===== src/dfsl_map.vh =====
// constants for the disk function and status logic
// assumes codes arrive as 12-bit words, two controls, one clock
`ifndef DFSL_MAP_VH
`define DFSL_MAP_VH

// function codes
`define DFSL_FC_RELEASE   12'h0000
`define DFSL_FC_CLEAR     12'h0007
`define DFSL_FC_SEL_RNB   12'h0010
`define DFSL_FC_REL_RNB   12'h0011
`define DFSL_FC_SEL_EOP   12'h0012
`define DFSL_FC_REL_EOP   12'h0013
`define DFSL_FC_SEL_AEOP  12'h0014
`define DFSL_FC_REL_AEOP  12'h0015
`define DFSL_FC_READ      12'h0020
`define DFSL_FC_WRITE     12'h0021
`define DFSL_FC_CHECK     12'h0022
`define DFSL_FC_WCHECK    12'h0023
`define DFSL_FC_DSEARCH   12'h0024
`define DFSL_FC_IGN_A     12'h0025
`define DFSL_FC_ESEARCH   12'h0026
`define DFSL_FC_IGN_B     12'h0027
`define DFSL_FC_RETADDR   12'h0028
`define DFSL_FC_LOADADDR  12'h0029
`define DFSL_FC_IGN_LO    12'h002A
`define DFSL_FC_IGN_HI    12'h002F
`define DFSL_FC_READ_NE   12'h0030
`define DFSL_FC_CHECK_NE  12'h0032

// interrupt code fields
`define DFSL_IRQ_REL_BIT  0
`define DFSL_IRQ_SEL_LSB  1

// decoded operation classes
`define DFSL_OP_BAD       3'h0
`define DFSL_OP_REL       3'h1
`define DFSL_OP_CLR       3'h2
`define DFSL_OP_IRQ       3'h3
`define DFSL_OP_MODE      3'h4
`define DFSL_OP_RET       3'h5
`define DFSL_OP_LOAD      3'h6
`define DFSL_OP_IGN       3'h7

// operating modes
`define DFSL_MODE_NONE    3'h0
`define DFSL_MODE_READ    3'h1
`define DFSL_MODE_CHECK   3'h2
`define DFSL_MODE_WRITE   3'h3
`define DFSL_MODE_WCHECK  3'h4
`define DFSL_MODE_DSEARCH 3'h5
`define DFSL_MODE_ESEARCH 3'h6

// status word bit positions
`define DFSL_ST_READY     0
`define DFSL_ST_BUSY      1
`define DFSL_ST_ACC_UNAV  2
`define DFSL_ST_ON_TRACK  3
`define DFSL_ST_WR_PERMIT 4
`define DFSL_ST_LOST      5
`define DFSL_ST_SRCH_SAT  6
`define DFSL_ST_IRQ_LSB   7
`define DFSL_ST_CW_ERR    10
`define DFSL_ST_RSV_OTHER 11

// sizes and counts
`define DFSL_BYTE_W       12
`define DFSL_WORD_W       48
`define DFSL_ACW_LOW_W    13
`define DFSL_LOAD_LAST    4'h7
`define DFSL_ACW_BYTES    4'h4
`define DFSL_RET_LAST     2'h3
`define DFSL_RET_POS_LSB  7
`define DFSL_RET_CONN_LSB 24
`define DFSL_PAR_SENSE    1'b1
`define DFSL_SYNC_W       24
`define DFSL_FIFO_DEPTH   32
`define DFSL_FIFO_AW      5

`endif


===== src/dfsl_ctrl.v =====
// function code decoder, control words and status words for two disk controls
// assumes channel-side strobes are on sys_clk; drive pins and switches are asynchronous
// Summary of operation
// - release-and-disconnect frees unit, clears reservation, stops positioner
// - codes 0045, 0047, 0052-0057 get a reply and nothing else
// - clear code frees unit and clears reservation, positioner left active
// - mode holds until next mode code, channel clear or master clear
// - 0040 read mode; 0060 read with end-of-record suppressed
// - 0042 check read, checkword as byte 129; 0062 same without end-of-record
// - 0041 write mode; 0043 write with automatic verify
// - 0044 data search for stored search word; 0046 error search
// - 0050 returns four-byte word: sector, positioner address, connected unit
// - return-address rejected while seeking or off the addressed track
// - 0051 loads next eight bytes: four address word, four search word
// - each control keeps its own independent control words
// - interrupt holds until interrupt code, clear, or new transfer
// - interrupt driven on the line matching the equipment number
// - 0020 enables ready-and-not-busy interrupt; 0021 cancels it
// - 0022 enables end-of-operation interrupt; 0023 cancels it
// - 0024 enables abnormal-end interrupt; 0025 cancels it
// - one 12-bit status word per control, always readable
// - ready bit only when all drive conditions hold and no fault
// - busy bit during operations or seek; all codes with good parity rejected then
// - lost-data bit set on overrun, cleared by connect, mode or master clear
// - ready-not-busy bit set on transition only while selected
// - undefined codes are rejected
// - parity error: no reply, no reject, parity error flagged
`timescale 1ns/1ns
`include "dfsl_map.vh"

module dfsl_fifo #(
	parameter WIDTH = 13,
	parameter DEPTH = `DFSL_FIFO_DEPTH,
	parameter AW    = `DFSL_FIFO_AW
) (
	input  wire             sys_clk,
	input  wire             rst,
	input  wire             in_valid,
	input  wire [WIDTH-1:0] in_data,
	output wire             in_ready,
	output wire             out_valid,
	output wire [WIDTH-1:0] out_data,
	input  wire             out_ready
);
	reg  [WIDTH-1:0] mem_q [0:DEPTH-1];
	reg  [AW-1:0]    wr_ptr_q;
	reg  [AW-1:0]    rd_ptr_q;
	reg  [AW:0]      count_q;
	reg  [AW:0]      count_d;
	reg              in_ready_q;
	wire             push;
	wire             pop;

	assign push      = in_valid & in_ready_q;
	assign pop       = out_valid & out_ready;
	assign out_valid = (count_q != {(AW+1){1'b0}});
	assign out_data  = mem_q[rd_ptr_q];
	assign in_ready  = in_ready_q;

	always @* begin
		count_d = count_q;
		if (push & ~pop)
			count_d = count_q + 1'b1;
		else if (pop & ~push)
			count_d = count_q - 1'b1;
	end

	always @(posedge sys_clk) begin
		if (rst) begin
			wr_ptr_q   <= {AW{1'b0}};
			rd_ptr_q   <= {AW{1'b0}};
			count_q    <= {(AW+1){1'b0}};
			in_ready_q <= 1'b0;
		end else begin
			if (push) begin
				mem_q[wr_ptr_q] <= in_data;
				wr_ptr_q        <= wr_ptr_q + 1'b1;
			end
			if (pop)
				rd_ptr_q <= rd_ptr_q + 1'b1;
			count_q <= count_d;
			// registered ready from the next count: full is seen in the cycle it is reached, never overrun
			in_ready_q <= (count_d < DEPTH);
		end
	end
endmodule // dfsl_fifo

module dfsl_ctrl (
	input  wire        sys_clk,
	input  wire        rst,
	input  wire        master_clr,
	input  wire [1:0]  chan_clr,
	input  wire [1:0]  connect_evt,
	input  wire [1:0]  io_start,
	input  wire [1:0]  func_valid,
	input  wire [23:0] func_code,
	input  wire [1:0]  func_par,
	output reg  [1:0]  func_reply_q,
	output reg  [1:0]  func_reject_q,
	output reg  [1:0]  par_err_q,
	input  wire        out_valid,
	input  wire        out_ctl,
	input  wire [11:0] out_data,
	output wire        out_ready,
	input  wire [1:0]  out_end,
	input  wire [1:0]  rd_req,
	output reg  [23:0] rd_data_q,
	output reg  [1:0]  rd_valid_q,
	input  wire [1:0]  pin_spin,
	input  wire [1:0]  pin_heads,
	input  wire [1:0]  pin_tests_off,
	input  wire [1:0]  pin_on_track,
	input  wire [1:0]  pin_no_fault,
	input  wire [1:0]  pin_wr_permit,
	input  wire [1:0]  pin_acc_unav,
	input  wire [1:0]  pin_rsv_other,
	input  wire [1:0]  pin_seek,
	input  wire [5:0]  equip_sw,
	input  wire [1:0]  xfer_busy,
	input  wire [1:0]  op_end,
	input  wire [1:0]  cw_err_evt,
	input  wire [1:0]  lost_evt,
	input  wire [1:0]  srch_hit,
	input  wire [13:0] last_sector,
	input  wire [11:0] last_pos,
	input  wire [13:0] conn_id,
	output reg  [5:0]  mode_q,
	output reg  [1:0]  eor_off_q,
	output reg  [1:0]  mode_pls_q,
	output reg  [1:0]  release_pls_q,
	output reg  [1:0]  pos_off_pls_q,
	output reg  [95:0] acw_q,
	output reg  [95:0] scw_q,
	output reg  [23:0] status_word_q,
	output reg  [15:0] int_line_q
);
	reg  [`DFSL_SYNC_W-1:0] sync1_q;
	reg  [`DFSL_SYNC_W-1:0] sync2_q;
	reg  [5:0]  irq_q;
	reg  [5:0]  irq_sel_q;
	reg  [1:0]  lost_q;
	reg  [1:0]  srch_q;
	reg  [1:0]  cw_q;
	reg  [1:0]  ld_act_q;
	reg  [7:0]  ld_cnt_q;
	reg  [1:0]  term_pend_q;
	reg  [1:0]  ret_act_q;
	reg  [3:0]  ret_cnt_q;
	reg  [1:0]  rnb_prev_q;
	reg  [1:0]  ready_prev_q;
	reg  [5:0]  op_c;
	reg  [1:0]  par_bad_c;
	reg  [1:0]  ready_c;
	reg  [1:0]  busy_c;
	reg  [1:0]  rej_c;
	reg  [95:0] ret_w_c;
	reg  [7:0]  mode_c;
	wire [1:0]  s_spin;
	wire [1:0]  s_heads;
	wire [1:0]  s_tests;
	wire [1:0]  s_track;
	wire [1:0]  s_fault_n;
	wire [1:0]  s_wp;
	wire [1:0]  s_acc;
	wire [1:0]  s_rsv;
	wire [1:0]  s_seek;
	wire [5:0]  s_equip;
	wire        fifo_valid;
	wire [12:0] fifo_data;
	wire        fifo_ready;
	integer     i;
	integer     j;

	// decode a function code into its class
	function [2:0] dfsl_op;
		input [11:0] fc;
		begin
			case (fc)
				`DFSL_FC_RELEASE:  dfsl_op = `DFSL_OP_REL;
				`DFSL_FC_CLEAR:    dfsl_op = `DFSL_OP_CLR;
				`DFSL_FC_SEL_RNB, `DFSL_FC_REL_RNB, `DFSL_FC_SEL_EOP,
				`DFSL_FC_REL_EOP, `DFSL_FC_SEL_AEOP, `DFSL_FC_REL_AEOP:
					dfsl_op = `DFSL_OP_IRQ;
				`DFSL_FC_READ, `DFSL_FC_WRITE, `DFSL_FC_CHECK, `DFSL_FC_WCHECK,
				`DFSL_FC_DSEARCH, `DFSL_FC_ESEARCH, `DFSL_FC_READ_NE, `DFSL_FC_CHECK_NE:
					dfsl_op = `DFSL_OP_MODE;
				`DFSL_FC_RETADDR:  dfsl_op = `DFSL_OP_RET;
				`DFSL_FC_LOADADDR: dfsl_op = `DFSL_OP_LOAD;
				`DFSL_FC_IGN_A, `DFSL_FC_IGN_B:
					dfsl_op = `DFSL_OP_IGN;
				default: begin
					if (fc >= `DFSL_FC_IGN_LO && fc <= `DFSL_FC_IGN_HI)
						dfsl_op = `DFSL_OP_IGN;
					else
						dfsl_op = `DFSL_OP_BAD;
				end
			endcase
		end
	endfunction

	// mode code to {end-of-record off, mode}
	function [3:0] dfsl_mode;
		input [11:0] fc;
		begin
			case (fc)
				`DFSL_FC_READ:     dfsl_mode = {1'b0, `DFSL_MODE_READ};
				`DFSL_FC_READ_NE:  dfsl_mode = {1'b1, `DFSL_MODE_READ};
				`DFSL_FC_CHECK:    dfsl_mode = {1'b0, `DFSL_MODE_CHECK};
				`DFSL_FC_CHECK_NE: dfsl_mode = {1'b1, `DFSL_MODE_CHECK};
				`DFSL_FC_WRITE:    dfsl_mode = {1'b0, `DFSL_MODE_WRITE};
				`DFSL_FC_WCHECK:   dfsl_mode = {1'b0, `DFSL_MODE_WCHECK};
				`DFSL_FC_DSEARCH:  dfsl_mode = {1'b0, `DFSL_MODE_DSEARCH};
				`DFSL_FC_ESEARCH:  dfsl_mode = {1'b0, `DFSL_MODE_ESEARCH};
				default:           dfsl_mode = {1'b0, `DFSL_MODE_NONE};
			endcase
		end
	endfunction

	function [7:0] dfsl_line;
		input [2:0] num;
		begin
			dfsl_line = 8'h01 << num;
		end
	endfunction

	assign {s_equip, s_seek, s_rsv, s_acc, s_wp, s_fault_n, s_track, s_tests, s_heads, s_spin} = sync2_q;

	// drain stalls while a return byte is read: one shared update slot per cycle
	dfsl_fifo #(
		.WIDTH (13),
		.DEPTH (`DFSL_FIFO_DEPTH),
		.AW    (`DFSL_FIFO_AW)
	) dfsl_fifo_i (
		.sys_clk   (sys_clk),
		.rst       (rst),
		.in_valid  (out_valid),
		.in_data   ({out_ctl, out_data}),
		.in_ready  (out_ready),
		.out_valid (fifo_valid),
		.out_data  (fifo_data),
		.out_ready (fifo_ready)
	);
	assign fifo_ready = ~(|rd_req);

	always @* begin
		op_c      = 6'h00;
		par_bad_c = 2'h0;
		ready_c   = 2'h0;
		busy_c    = 2'h0;
		rej_c     = 2'h0;
		ret_w_c   = 96'h0;
		mode_c    = 8'h00;
		for (j = 0; j < 2; j = j + 1) begin
			op_c[j*3 +: 3]   = dfsl_op(func_code[j*12 +: 12]);
			mode_c[j*4 +: 4] = dfsl_mode(func_code[j*12 +: 12]);
			par_bad_c[j]     = ((^{func_code[j*12 +: 12], func_par[j]}) != `DFSL_PAR_SENSE);
			ready_c[j] = s_spin[j] & s_heads[j] & s_tests[j] & s_track[j] & s_fault_n[j];
			busy_c[j] = xfer_busy[j] | s_seek[j] | ld_act_q[j] | ret_act_q[j];
			rej_c[j] = busy_c[j] | (op_c[j*3 +: 3] == `DFSL_OP_BAD);
			// return address needs positioner settled on track
			if (op_c[j*3 +: 3] == `DFSL_OP_RET && (s_seek[j] | ~s_track[j]))
				rej_c[j] = 1'b1;
			ret_w_c[j*48 +: 7]                            = last_sector[j*7 +: 7];
			ret_w_c[j*48 + `DFSL_RET_POS_LSB +: 6]       = last_pos[j*6 +: 6];
			ret_w_c[j*48 + `DFSL_RET_CONN_LSB +: 7]      = conn_id[j*7 +: 7];
		end
	end

	always @(posedge sys_clk) begin
		if (rst) begin
			sync1_q       <= {`DFSL_SYNC_W{1'b0}};
			sync2_q       <= {`DFSL_SYNC_W{1'b0}};
			func_reply_q  <= 2'h0;
			func_reject_q <= 2'h0;
			par_err_q     <= 2'h0;
			rd_data_q     <= 24'h0;
			rd_valid_q    <= 2'h0;
			mode_q        <= 6'h00;
			eor_off_q     <= 2'h0;
			mode_pls_q    <= 2'h0;
			release_pls_q <= 2'h0;
			pos_off_pls_q <= 2'h0;
			acw_q         <= 96'h0;
			scw_q         <= 96'h0;
			status_word_q <= 24'h0;
			int_line_q    <= 16'h0;
			irq_q         <= 6'h00;
			irq_sel_q     <= 6'h00;
			lost_q        <= 2'h0;
			srch_q        <= 2'h0;
			cw_q          <= 2'h0;
			ld_act_q      <= 2'h0;
			ld_cnt_q      <= 8'h00;
			term_pend_q   <= 2'h0;
			ret_act_q     <= 2'h0;
			ret_cnt_q     <= 4'h0;
			rnb_prev_q    <= 2'h0;
			ready_prev_q  <= 2'h0;
		end else begin
			sync1_q <= {equip_sw, pin_seek, pin_rsv_other, pin_acc_unav, pin_wr_permit,
				pin_no_fault, pin_on_track, pin_tests_off, pin_heads, pin_spin};
			sync2_q <= sync1_q;
			func_reply_q  <= 2'h0;
			func_reject_q <= 2'h0;
			mode_pls_q    <= 2'h0;
			release_pls_q <= 2'h0;
			pos_off_pls_q <= 2'h0;
			rd_valid_q    <= 2'h0;
			for (i = 0; i < 2; i = i + 1) begin
				rnb_prev_q[i]   <= ready_c[i] & ~busy_c[i];
				ready_prev_q[i] <= ready_c[i];

				// clears of sticky flags come first so a same-cycle event wins
				if (connect_evt[i] | master_clr)
					lost_q[i] <= 1'b0;
				if (connect_evt[i] | master_clr | chan_clr[i]) begin
					srch_q[i] <= 1'b0;
					cw_q[i]   <= 1'b0;
				end
				if (io_start[i] | master_clr | chan_clr[i])
					irq_q[i*3 +: 3] <= 3'h0;

				if (func_valid[i]) begin
					if (par_bad_c[i])
						par_err_q[i] <= 1'b1;
					else if (rej_c[i])
						func_reject_q[i] <= 1'b1;
					else begin
						func_reply_q[i] <= 1'b1;
						case (op_c[i*3 +: 3])
							`DFSL_OP_REL: begin
								release_pls_q[i] <= 1'b1;
								pos_off_pls_q[i] <= 1'b1;
							end
							`DFSL_OP_CLR: begin
								release_pls_q[i] <= 1'b1;
							end
							`DFSL_OP_IRQ: begin
								// any interrupt code clears all three
								irq_q[i*3 +: 3] <= 3'h0;
								// select or cancel per code pair
								irq_sel_q[i*3 + func_code[i*12 + `DFSL_IRQ_SEL_LSB +: 2]] <=
									~func_code[i*12 + `DFSL_IRQ_REL_BIT];
							end
							`DFSL_OP_MODE: begin
								mode_q[i*3 +: 3] <= mode_c[i*4 +: 3];
								eor_off_q[i]     <= mode_c[i*4 + 3];
								mode_pls_q[i]    <= 1'b1;
								lost_q[i]        <= 1'b0;
								srch_q[i]        <= 1'b0;
								cw_q[i]          <= 1'b0;
							end
							`DFSL_OP_RET: begin
								ret_act_q[i]        <= 1'b1;
								ret_cnt_q[i*2 +: 2] <= 2'h0;
							end
							`DFSL_OP_LOAD: begin
								// start load, low address field cleared
								ld_act_q[i]        <= 1'b1;
								ld_cnt_q[i*4 +: 4] <= 4'h0;
								term_pend_q[i]     <= 1'b0;
								acw_q[i*48 +: `DFSL_ACW_LOW_W] <= {`DFSL_ACW_LOW_W{1'b0}};
							end
							default: ;
						endcase
					end
				end

				// return word out, four bytes low first
				if (rd_req[i] & ret_act_q[i]) begin
					rd_data_q[i*12 +: 12] <= ret_w_c[i*48 + ret_cnt_q[i*2 +: 2]*12 +: 12];
					rd_valid_q[i]         <= 1'b1;
					ret_cnt_q[i*2 +: 2]   <= ret_cnt_q[i*2 +: 2] + 2'h1;
					if (ret_cnt_q[i*2 +: 2] == `DFSL_RET_LAST)
						ret_act_q[i] <= 1'b0;
				end

				// load bytes into address then search word
				if (fifo_valid & fifo_ready & (fifo_data[12] == i[0]) & ld_act_q[i]) begin
					if (ld_cnt_q[i*4 +: 4] < `DFSL_ACW_BYTES)
						acw_q[i*48 + ld_cnt_q[i*4 +: 4]*12 +: 12] <= fifo_data[11:0];
					else
						scw_q[i*48 + (ld_cnt_q[i*4 +: 4] - `DFSL_ACW_BYTES)*12 +: 12] <= fifo_data[11:0];
					ld_cnt_q[i*4 +: 4] <= ld_cnt_q[i*4 +: 4] + 4'h1;
					if (ld_cnt_q[i*4 +: 4] == `DFSL_LOAD_LAST)
						ld_act_q[i] <= 1'b0;
				end
				// short load ends once queued bytes are drained
				if (out_end[i] & ld_act_q[i])
					term_pend_q[i] <= 1'b1;
				if (term_pend_q[i] & ~fifo_valid) begin
					ld_act_q[i]    <= 1'b0;
					term_pend_q[i] <= 1'b0;
				end

				// sticky event sets win over same-cycle clears
				// lost data
				if (lost_evt[i])
					lost_q[i] <= 1'b1;
				if (srch_hit[i])
					srch_q[i] <= 1'b1;
				if (cw_err_evt[i])
					cw_q[i] <= 1'b1;
				if (irq_sel_q[i*3] & ready_c[i] & ~busy_c[i] & ~rnb_prev_q[i])
					irq_q[i*3] <= 1'b1;
				if (irq_sel_q[i*3 + 1] & op_end[i])
					irq_q[i*3 + 1] <= 1'b1;
				if (irq_sel_q[i*3 + 2] & (cw_err_evt[i] | lost_evt[i] | (ready_prev_q[i] & ~ready_c[i])))
					irq_q[i*3 + 2] <= 1'b1;

				int_line_q[i*8 +: 8] <= (|irq_q[i*3 +: 3]) ? dfsl_line(s_equip[i*3 +: 3]) : 8'h00;

				status_word_q[i*12 + `DFSL_ST_READY]     <= ready_c[i];
				status_word_q[i*12 + `DFSL_ST_BUSY]      <= busy_c[i];
				status_word_q[i*12 + `DFSL_ST_ACC_UNAV]  <= s_acc[i];
				status_word_q[i*12 + `DFSL_ST_ON_TRACK]  <= s_track[i];
				status_word_q[i*12 + `DFSL_ST_WR_PERMIT] <= s_wp[i];
				status_word_q[i*12 + `DFSL_ST_LOST]      <= lost_q[i];
				status_word_q[i*12 + `DFSL_ST_SRCH_SAT]  <= srch_q[i];
				status_word_q[i*12 + `DFSL_ST_IRQ_LSB +: 3] <= irq_q[i*3 +: 3];
				status_word_q[i*12 + `DFSL_ST_CW_ERR]    <= cw_q[i];
				status_word_q[i*12 + `DFSL_ST_RSV_OTHER] <= s_rsv[i];

				// channel or master clear drops mode and control words
				if (master_clr | chan_clr[i]) begin
					mode_q[i*3 +: 3] <= `DFSL_MODE_NONE;
					eor_off_q[i]     <= 1'b0;
					irq_sel_q[i*3 +: 3] <= 3'h0;
					par_err_q[i]     <= 1'b0;
					ld_act_q[i]      <= 1'b0;
					term_pend_q[i]   <= 1'b0;
					ret_act_q[i]     <= 1'b0;
					acw_q[i*48 +: 48] <= 48'h0000_0000_0000;
					scw_q[i*48 +: 48] <= 48'h0000_0000_0000;
				end
			end
		end
	end
endmodule // dfsl_ctrl


===== config.mk =====
export PLATFORM = sky130hd
export DESIGN_NAME = dfsl_ctrl
export DESIGN_NICKNAME = d
export VERILOG_FILES = /design/src/dfsl_ctrl.v
export VERILOG_INCLUDE_DIRS = /design/src /design/src/src
export SDC_FILE = /design/constraint.sdc
export NUM_CORES = 1
export LEC_CHECK = 0
export BUFFER_PORTS_ARGS = -buffer_cell sky130_fd_sc_hd__buf_2
export CAP_MARGIN = 20
export CORE_MARGIN = 5
export CORE_UTILIZATION = 30
export DETAILED_ROUTE_END_ITERATION = 8
export MAX_ROUTING_LAYER = met4
export PLACE_DENSITY = 0.51
export SLEW_MARGIN = 20
export SYNTH_ARGS = -nofsm -noshare
export SYNTH_HDL_FRONTEND = slang
export SYNTH_HIERARCHICAL = 1
export SYNTH_SLANG_ARGS = --single-unit
export TNS_END_PERCENT = 50

===== constraint.sdc =====
create_clock -name sys_clk -period 6.4 [get_ports sys_clk]
set_input_delay 1.28 -clock sys_clk [delete_from_list [all_inputs] [get_ports sys_clk]]
set_output_delay 1.28 -clock sys_clk [all_outputs]
set_load 0.01 [all_outputs]

; Word level (Yosys, flattened, before mapping)
; Memories as Yosys holds them, arrays and structs flattened. A register that Yosys moved wholly into a read port is not among the register bits.
; Index checks and enable logic that the tools add are counted.
[totals]
register_bits = 383
ramBits = 416
input_bits = 129
output_inout_bits = 279
elab_cells = 481
n_memories = 1
[memory_table]
columns = name, words, word_bits, rd, rd_clocked_by_memory_dff, wr, line
row1 = dfsl_fifo_i.mem_q, 32, 13, 1, 1, 1, dfsl_ctrl.v:45  ; reg [WIDTH-1:0] mem_q [0:DEPTH-1];
[op_classes]
n_addsub = 18
mul = 6
order_cmp = 11
n_eq_ne = 60
shift = 12
muxes = 178
bitwise = 83
reduce_logical = 62
[op_table]
columns = op, n
row1 = $mux W96, 10
row2 = $bwmux W96, 4
row3 = $shift A12 B34 Y96 const A, 4
row4 = $shiftx A12 B34 Y96, 4
row5 = $eq A12 B6 Y1 const B, 24
row6 = $mux W48, 4
row7 = $eq A12 B5 Y1 const B, 12
row8 = $mux W13, 10
row9 = $shiftx A96 B7 Y12, 1
row10 = $shiftx A96 B8 Y12, 1
row11 = $mux W1, 95
row12 = $neg A32 Y34, 2
row13 = $mux W6, 11
row14 = $mul A32 B2 Y30 const B, 2
row15 = $pmux W4 S8, 2
row16 = $mux W3, 14
row17 = $pmux W3 S7, 2
row18 = $mux W4, 10
row19 = $and A1 B1 Y1, 36
row20 = $reduce_bool A2 Y1, 18
row21 = $neg A8 Y34, 1
row22 = $neg A9 Y34, 1
row23 = $add A6 B32 Y32 const A, 1
row24 = $reduce_and A4 Y1, 8
row25 = other kinds (45), 153

; Logic depth before layout (Yosys ltp)
[depth]
ltp_word = 23
ltp_mapped = 22

; Modules after synthesis
; Netlist, hierarchy kept.
[modules_own_cells]
columns = module, n_inst, cells_per_inst, area_each_um2, seq_area_each_um2
row1 = dfsl_ctrl, 1, 2684, 21483.1, 7287.0
row2 = dfsl_fifo, 1, 1046, 17364.2, 12932.4

; Worst setup path after synthesis
; Ideal clock, no wire load.
[synth_timing]
path_type = register -> register
start = register ld_cnt_q[6]
end = register scw_q[52]
setup_ns = 0.086
arrival_time_ns = 4.806
required_time_ns = 6.314
path_slack_ns = 1.509
stages_incl_launch_ff = 21
period_less_slack_ns = 4.891
cell_sequence = dfxtp_1 -> buf_4 -> inv_1 -> clkbuf_1 -> ha_1 -> xnor2_1 -> xnor2_1 -> ha_1 -> or4_4 -> nand2_1 -> nand3_1 -> fa_1 -> nor3_1 -> inv_1 -> or3_1 -> buf_4 -> nor3_4 -> and3_1 -> buf_4 -> a211oi_1 -> a211oi_1
[synth_between]
elab_chain_len = 8
word_cells_on_any_way = 10
classes_between = add/sub (3) / mul (1) / order compare (1) / shift (2) / mux (3)
[synth_lines]
columns = element, line
row1 = from (decl), dfsl_ctrl.v:145  ; reg [7:0] ld_cnt_q;
row2 = "from (signal, indexed assignment)", dfsl_ctrl.v:384  ; ld_cnt_q[i*4 +: 4] <= ld_cnt_q[i*4 +: 4] + 4'h1;
row3 = $sub A4 B3 Y5 (no source line), n/a
row4 = $mul A32 B2 Y30, dfsl_ctrl.v:383  ; scw_q[i*48 + (ld_cnt_q[i*4 +: 4] - `DFSL_ACW_BYTES)*12 +: 12] <= fifo_data[11:0];
row5 = $add A6 B32 Y32, dfsl_ctrl.v:383
row6 = $neg A32 Y34, dfsl_ctrl.v:383
row7 = $shiftx A12 B34 Y96 or $shift A12 B34 Y96 (tied branches), dfsl_ctrl.v:383
row8 = $bwmux W96, dfsl_ctrl.v:383
row9 = $mux W96 *, dfsl_ctrl.v:380  ; if (ld_cnt_q[i*4 +: 4] < `DFSL_ACW_BYTES)
row10 = $mux W96 *, dfsl_ctrl.v:379  ; if (fifo_valid & fifo_ready & (fifo_data[12] == i[0]) & ld_act_q[i]) begin
row11 = "to (signal, indexed assignment)", dfsl_ctrl.v:383
row12 = to (decl), dfsl_ctrl.v:133  ; output reg [95:0] scw_q,
; Every way passes the cells marked *; elsewhere a longest branch is shown, timed or not.
; A chain may end at the register's enable or synchronous reset.

; Worst setup path in the final report
[layout_timing]
start = register ld_cnt_q[2]
end = register scw_q[18]
[layout_between]
elab_chain_len = 13
word_cells_on_any_way = 15
classes_between = add/sub (2) / mul (1) / order compare (1) / shift (2) / mux (9)
[layout_lines]
columns = element, line
row1 = $sub A4 B3 Y5 (no source line), n/a
row2 = $mul A32 B2 Y30, dfsl_ctrl.v:383
row3 = $neg A32 Y34, dfsl_ctrl.v:383
row4 = $shiftx A12 B34 Y96 or $shift A12 B34 Y96 (tied branches), dfsl_ctrl.v:383
row5 = $bwmux W96, dfsl_ctrl.v:383
row6 = $mux W96 *, dfsl_ctrl.v:380
row7 = $mux W96 *, dfsl_ctrl.v:379
row8 = $mux W96 *, dfsl_ctrl.v:270  ; if (rst) begin
row9 = $mux W48 *, dfsl_ctrl.v:425  ; if (master_clr | chan_clr[i]) begin
row10 = $mux W48 *, dfsl_ctrl.v:270
row11 = $bwmux W96, dfsl_ctrl.v:383
row12 = $mux W96, dfsl_ctrl.v:380
row13 = $mux W96 *, dfsl_ctrl.v:379
; Every way passes the cells marked *; elsewhere a longest branch is shown, timed or not. The select of a mux whose other input is x is not followed.

==> run metrics <==
antenna violations before repair 7; Final Hold Viols 0; most common cell in the netlist edfxtp_1; most used cell, CP ha_1; H-tree depth 3; final wirelength ~150000 um; CTS-repair resized insts 0; Power, Total around 0.011 W; worst slew pin tran about 1.1 ns; Net Sw Frac 0.235; endpoints failing setup 0; Unique masters post-synth 112; Filler cells ~13000; Worst EP arrival 6.20 ns; outcome finished clean; RSZ-0062 raised after global routing false; row count about 130; synthesized area per cell around 10 um^2; post-synthesis sequential area ratio 0.520; Critical-path top delay cell nor4_2; Cell Area, Synth around 39000 um^2; Max IR drop VDD around 0.2 mV; CP Buf/Inv Count 1; Die ar. 137000 um^2; CP endpoint kind register; clock root buffer clkbuf_16; Top delay family on crit path simple AND/OR/NAND/NOR gates; Final nets approximately 4300; critical path peak fanout 13; Num Clock Sinks between 800 and 900; Worst-Skew Late Latency between 0.7 and 0.8 ns; vias in the first global route approximately 31000; Fin Setup TNS 0 ns; synthesized instance count roughly 3700; TritonCTS Buffers slightly below 90; Final GP Congestion approximately 1.0; CTS tree built; Core Region about 130000 um^2; Pre-Repair DR Iteration Count 9; Synth Flop Type edfxtp_1; Top Ports between 400 and 500; relative slew slack 0.250; maxcap violations 0; NetSw between 0.002 and 0.003 W; Placed Instance Area approximately 43000 um^2; Layout Skew ~0.049 ns; vias 32200; Die Height 370 um; Worst Hold Class register to register; crit path time final between 5 and 6 ns; largest net degree at the start of global routing 63; Synth top area share 0.322; Final ANT Viol Nets 0; Crit Path Class register to register; overall routing resource usage 0.221; DRC viols 0; Clock Tree Buf Depth 3; Pleak 16.9 nW; Pwr Density 247 nW/um^2; post-synthesis net count just under 4000; DRT iter0 DRCs 3303; post-synthesis cell type with the largest combined area edfxtp_1; Reg power frac 0.477; Worst path max stage delay between 0.6 and 0.7 ns; Die Width between 300 and 400 um; HPWL after DPL ~110000 um; first-pass GRT wire length 219000 um; FMAX about 180 MHz; Yosys reg bits roughly 800; layout cell share with drive strength beyond 1 0.191; finished layout cell area 46300 um^2; Synth area leaders edfxtp_1 32%, dfxtp_1 20%, mux2i_1 9.0%; Post-CTS Setup Bufs 0; gr ovfl total 0; internal power around 0.0087 W; type of origin of the critical path register; Clock Power Share 0.471; EDFF count, synth ~420; period utilisation layout 0.882; Synth top cells by count 416 x edfxtp_1, 386 x dfxtp_1, 351 x mux2i_1, 338 x nor2_1, 285 x nand2_1; max-slew violations 0; Post-CTS Hold Buffers 0; WL per Instance ~26 um; Vias/cell approximately 5.4; share of flip-flops with an asynchronous set or reset 0; yosys warns 6; critical-path cell list inv_1 > ha_1 > nor2b_1 > o211ai_2 > a21bo_2 > and2_1 > or3_1 > ha_1 > or4_1 > nor4_1 > or2_2 > nand3_1 > nor4_2 > nand2_1 > mux2i_1 > o22ai_1; Required @ worst endpoint about 7.0 ns; Comb pwr share 0.053; Worst-path clk slew approximately 0.060 ns; Initial Utilization 0.301; # port buffers between 400 and 500; synth-to-layout area growth 19.1%
-- metal layers --
metal	global-route usage	wire length [um]	vias up
li1	-	-	14800
met1	0.282	64200	15700
met2	0.350	71100	1384
met3	0.0415	11100	300
met4	0.0846	6450	0
met5	-	0	-
-- sequential cells by signal, summed over array words and instances (netlist names), 4 cells and up, named ones only --
register and count:
acw_q 96, scw_q 96, irq_sel_q 6, int_line_q 16, rd_data_q 24, dfsl_fifo_i/count_q 5
sync2_q 24, irq_q 6, dfsl_fifo_i/rd_ptr_q 5, ld_cnt_q 8, dfsl_fifo_i/mem_q 416, mode_q 6
ret_cnt_q 4, sync1_q 24, dfsl_fifo_i/wr_ptr_q 5, status_word_q 24
-- per-stage QoR --
step,worst slack (ns),hold WS (ns),util,std cells
detailed placement,0.810,0.420,0.334,5790
finish,0.758,0.409,0.358,5963
CTS,0.785,0.412,0.358,5957
global route,0.376,0.425,0.358,5960
floorplan,1.51,0.414,-,3730
global placement,0.908,0.416,0.334,5790
-- power by group through the flow --
stage	clock network [W]	logic, W	registers (W)
CTS	0.00551	0.000595	0.00544
finish	0.00538	0.000604	0.00545
detailed placement	0	0.000593	0.00556
floorplan	0	0.000293	0.00556
global placement	0	0.000593	0.00556
global route	0.00571	0.000637	0.00545
-- final cells by class --
class / count / area [um^2] / share of cell area
Sequential cell: 802 / 20200 / 0.437
Multi-Input combinational cell: 2633 / 17500 / 0.377
Timing Repair Buffer: 536 / 3040 / 0.0656
Clock buffer: 109 / 2350 / 0.0508
Tap cell: 1742 / 2180 / 0.0471
Clock inverter: 58 / 732 / 0.0158
Inverter: 77 / 289 / 0.00624
Antenna cell: 6 / 15.0 / 0.000324
-- cells in the final DEF, fill, tap and decap left out, types with 15 or more instances in the layout --
master	n
a22o_1	41
xnor2_1	23
nor2_1	331
and2_1	25
nand2b_1	26
o31ai_1	24
nand3_1	148
xor2_1	15
or3_1	23
a22oi_1	129
a31oi_1	46
mux2i_1	351
edfxtp_1	416
clkbuf_16	89
nor2b_1	102
nand4_1	50
a211oi_1	42
inv_1	72
ha_1	63
o22ai_1	98
nor3_1	110
mux2_2	38
a21oi_1	217
clkinv_1	16
and3_1	34
clkbuf_1	15
buf_4	127
buf_2	406
clkinv_2	22
dfxtp_1	383
o21ai_0	113
nand2_1	284
nor4_1	25
-- cell families after synthesis --
| group | synth area share |
|---|---|
| flops | 0.520 |
| compound gates | 0.150 |
| mux | 0.102 |
| fa+ha+maj | 0.0237 |
| simple gates | 0.157 |
| buf+inv | 0.0325 |
| xor+xnor | 0.0144 |
-- final timing paths --
| check | startpoint | endpoint | slack [ns] | cells after the start |
|---|---|---|---|---|
| hold / removal | sync1_q[15]$_SDFF_PP0_ | sync2_q[15]$_SDFF_PP0_ | 0.41 | 1 |
| setup / recovery | ld_cnt_q[2]$_SDFFE_PP0P_ | scw_q[18]$_SDFF_PP0_ | 0.76 | 16 |
| setup reg to reg | ld_cnt_q[2]$_SDFFE_PP0P_ | scw_q[18]$_SDFF_PP0_ | 0.76 | 16 |
| hold reg to reg | sync1_q[15]$_SDFF_PP0_ | sync2_q[15]$_SDFF_PP0_ | 0.41 | 1 |
-- worst reg2reg max path: cells and delay by family, from the launching register on --
kind	cells	cell delay, ns
AO/OA/AOI/OAI	3	0.59
multiplexers	1	0.22
adder cells (fa/ha/maj)	2	0.78
AND/OR/NAND/NOR	9	3.10
flip-flops	1	0.60
buffers and inverters	1	0.21
Note: power is estimated with default switching activity, not from simulation.
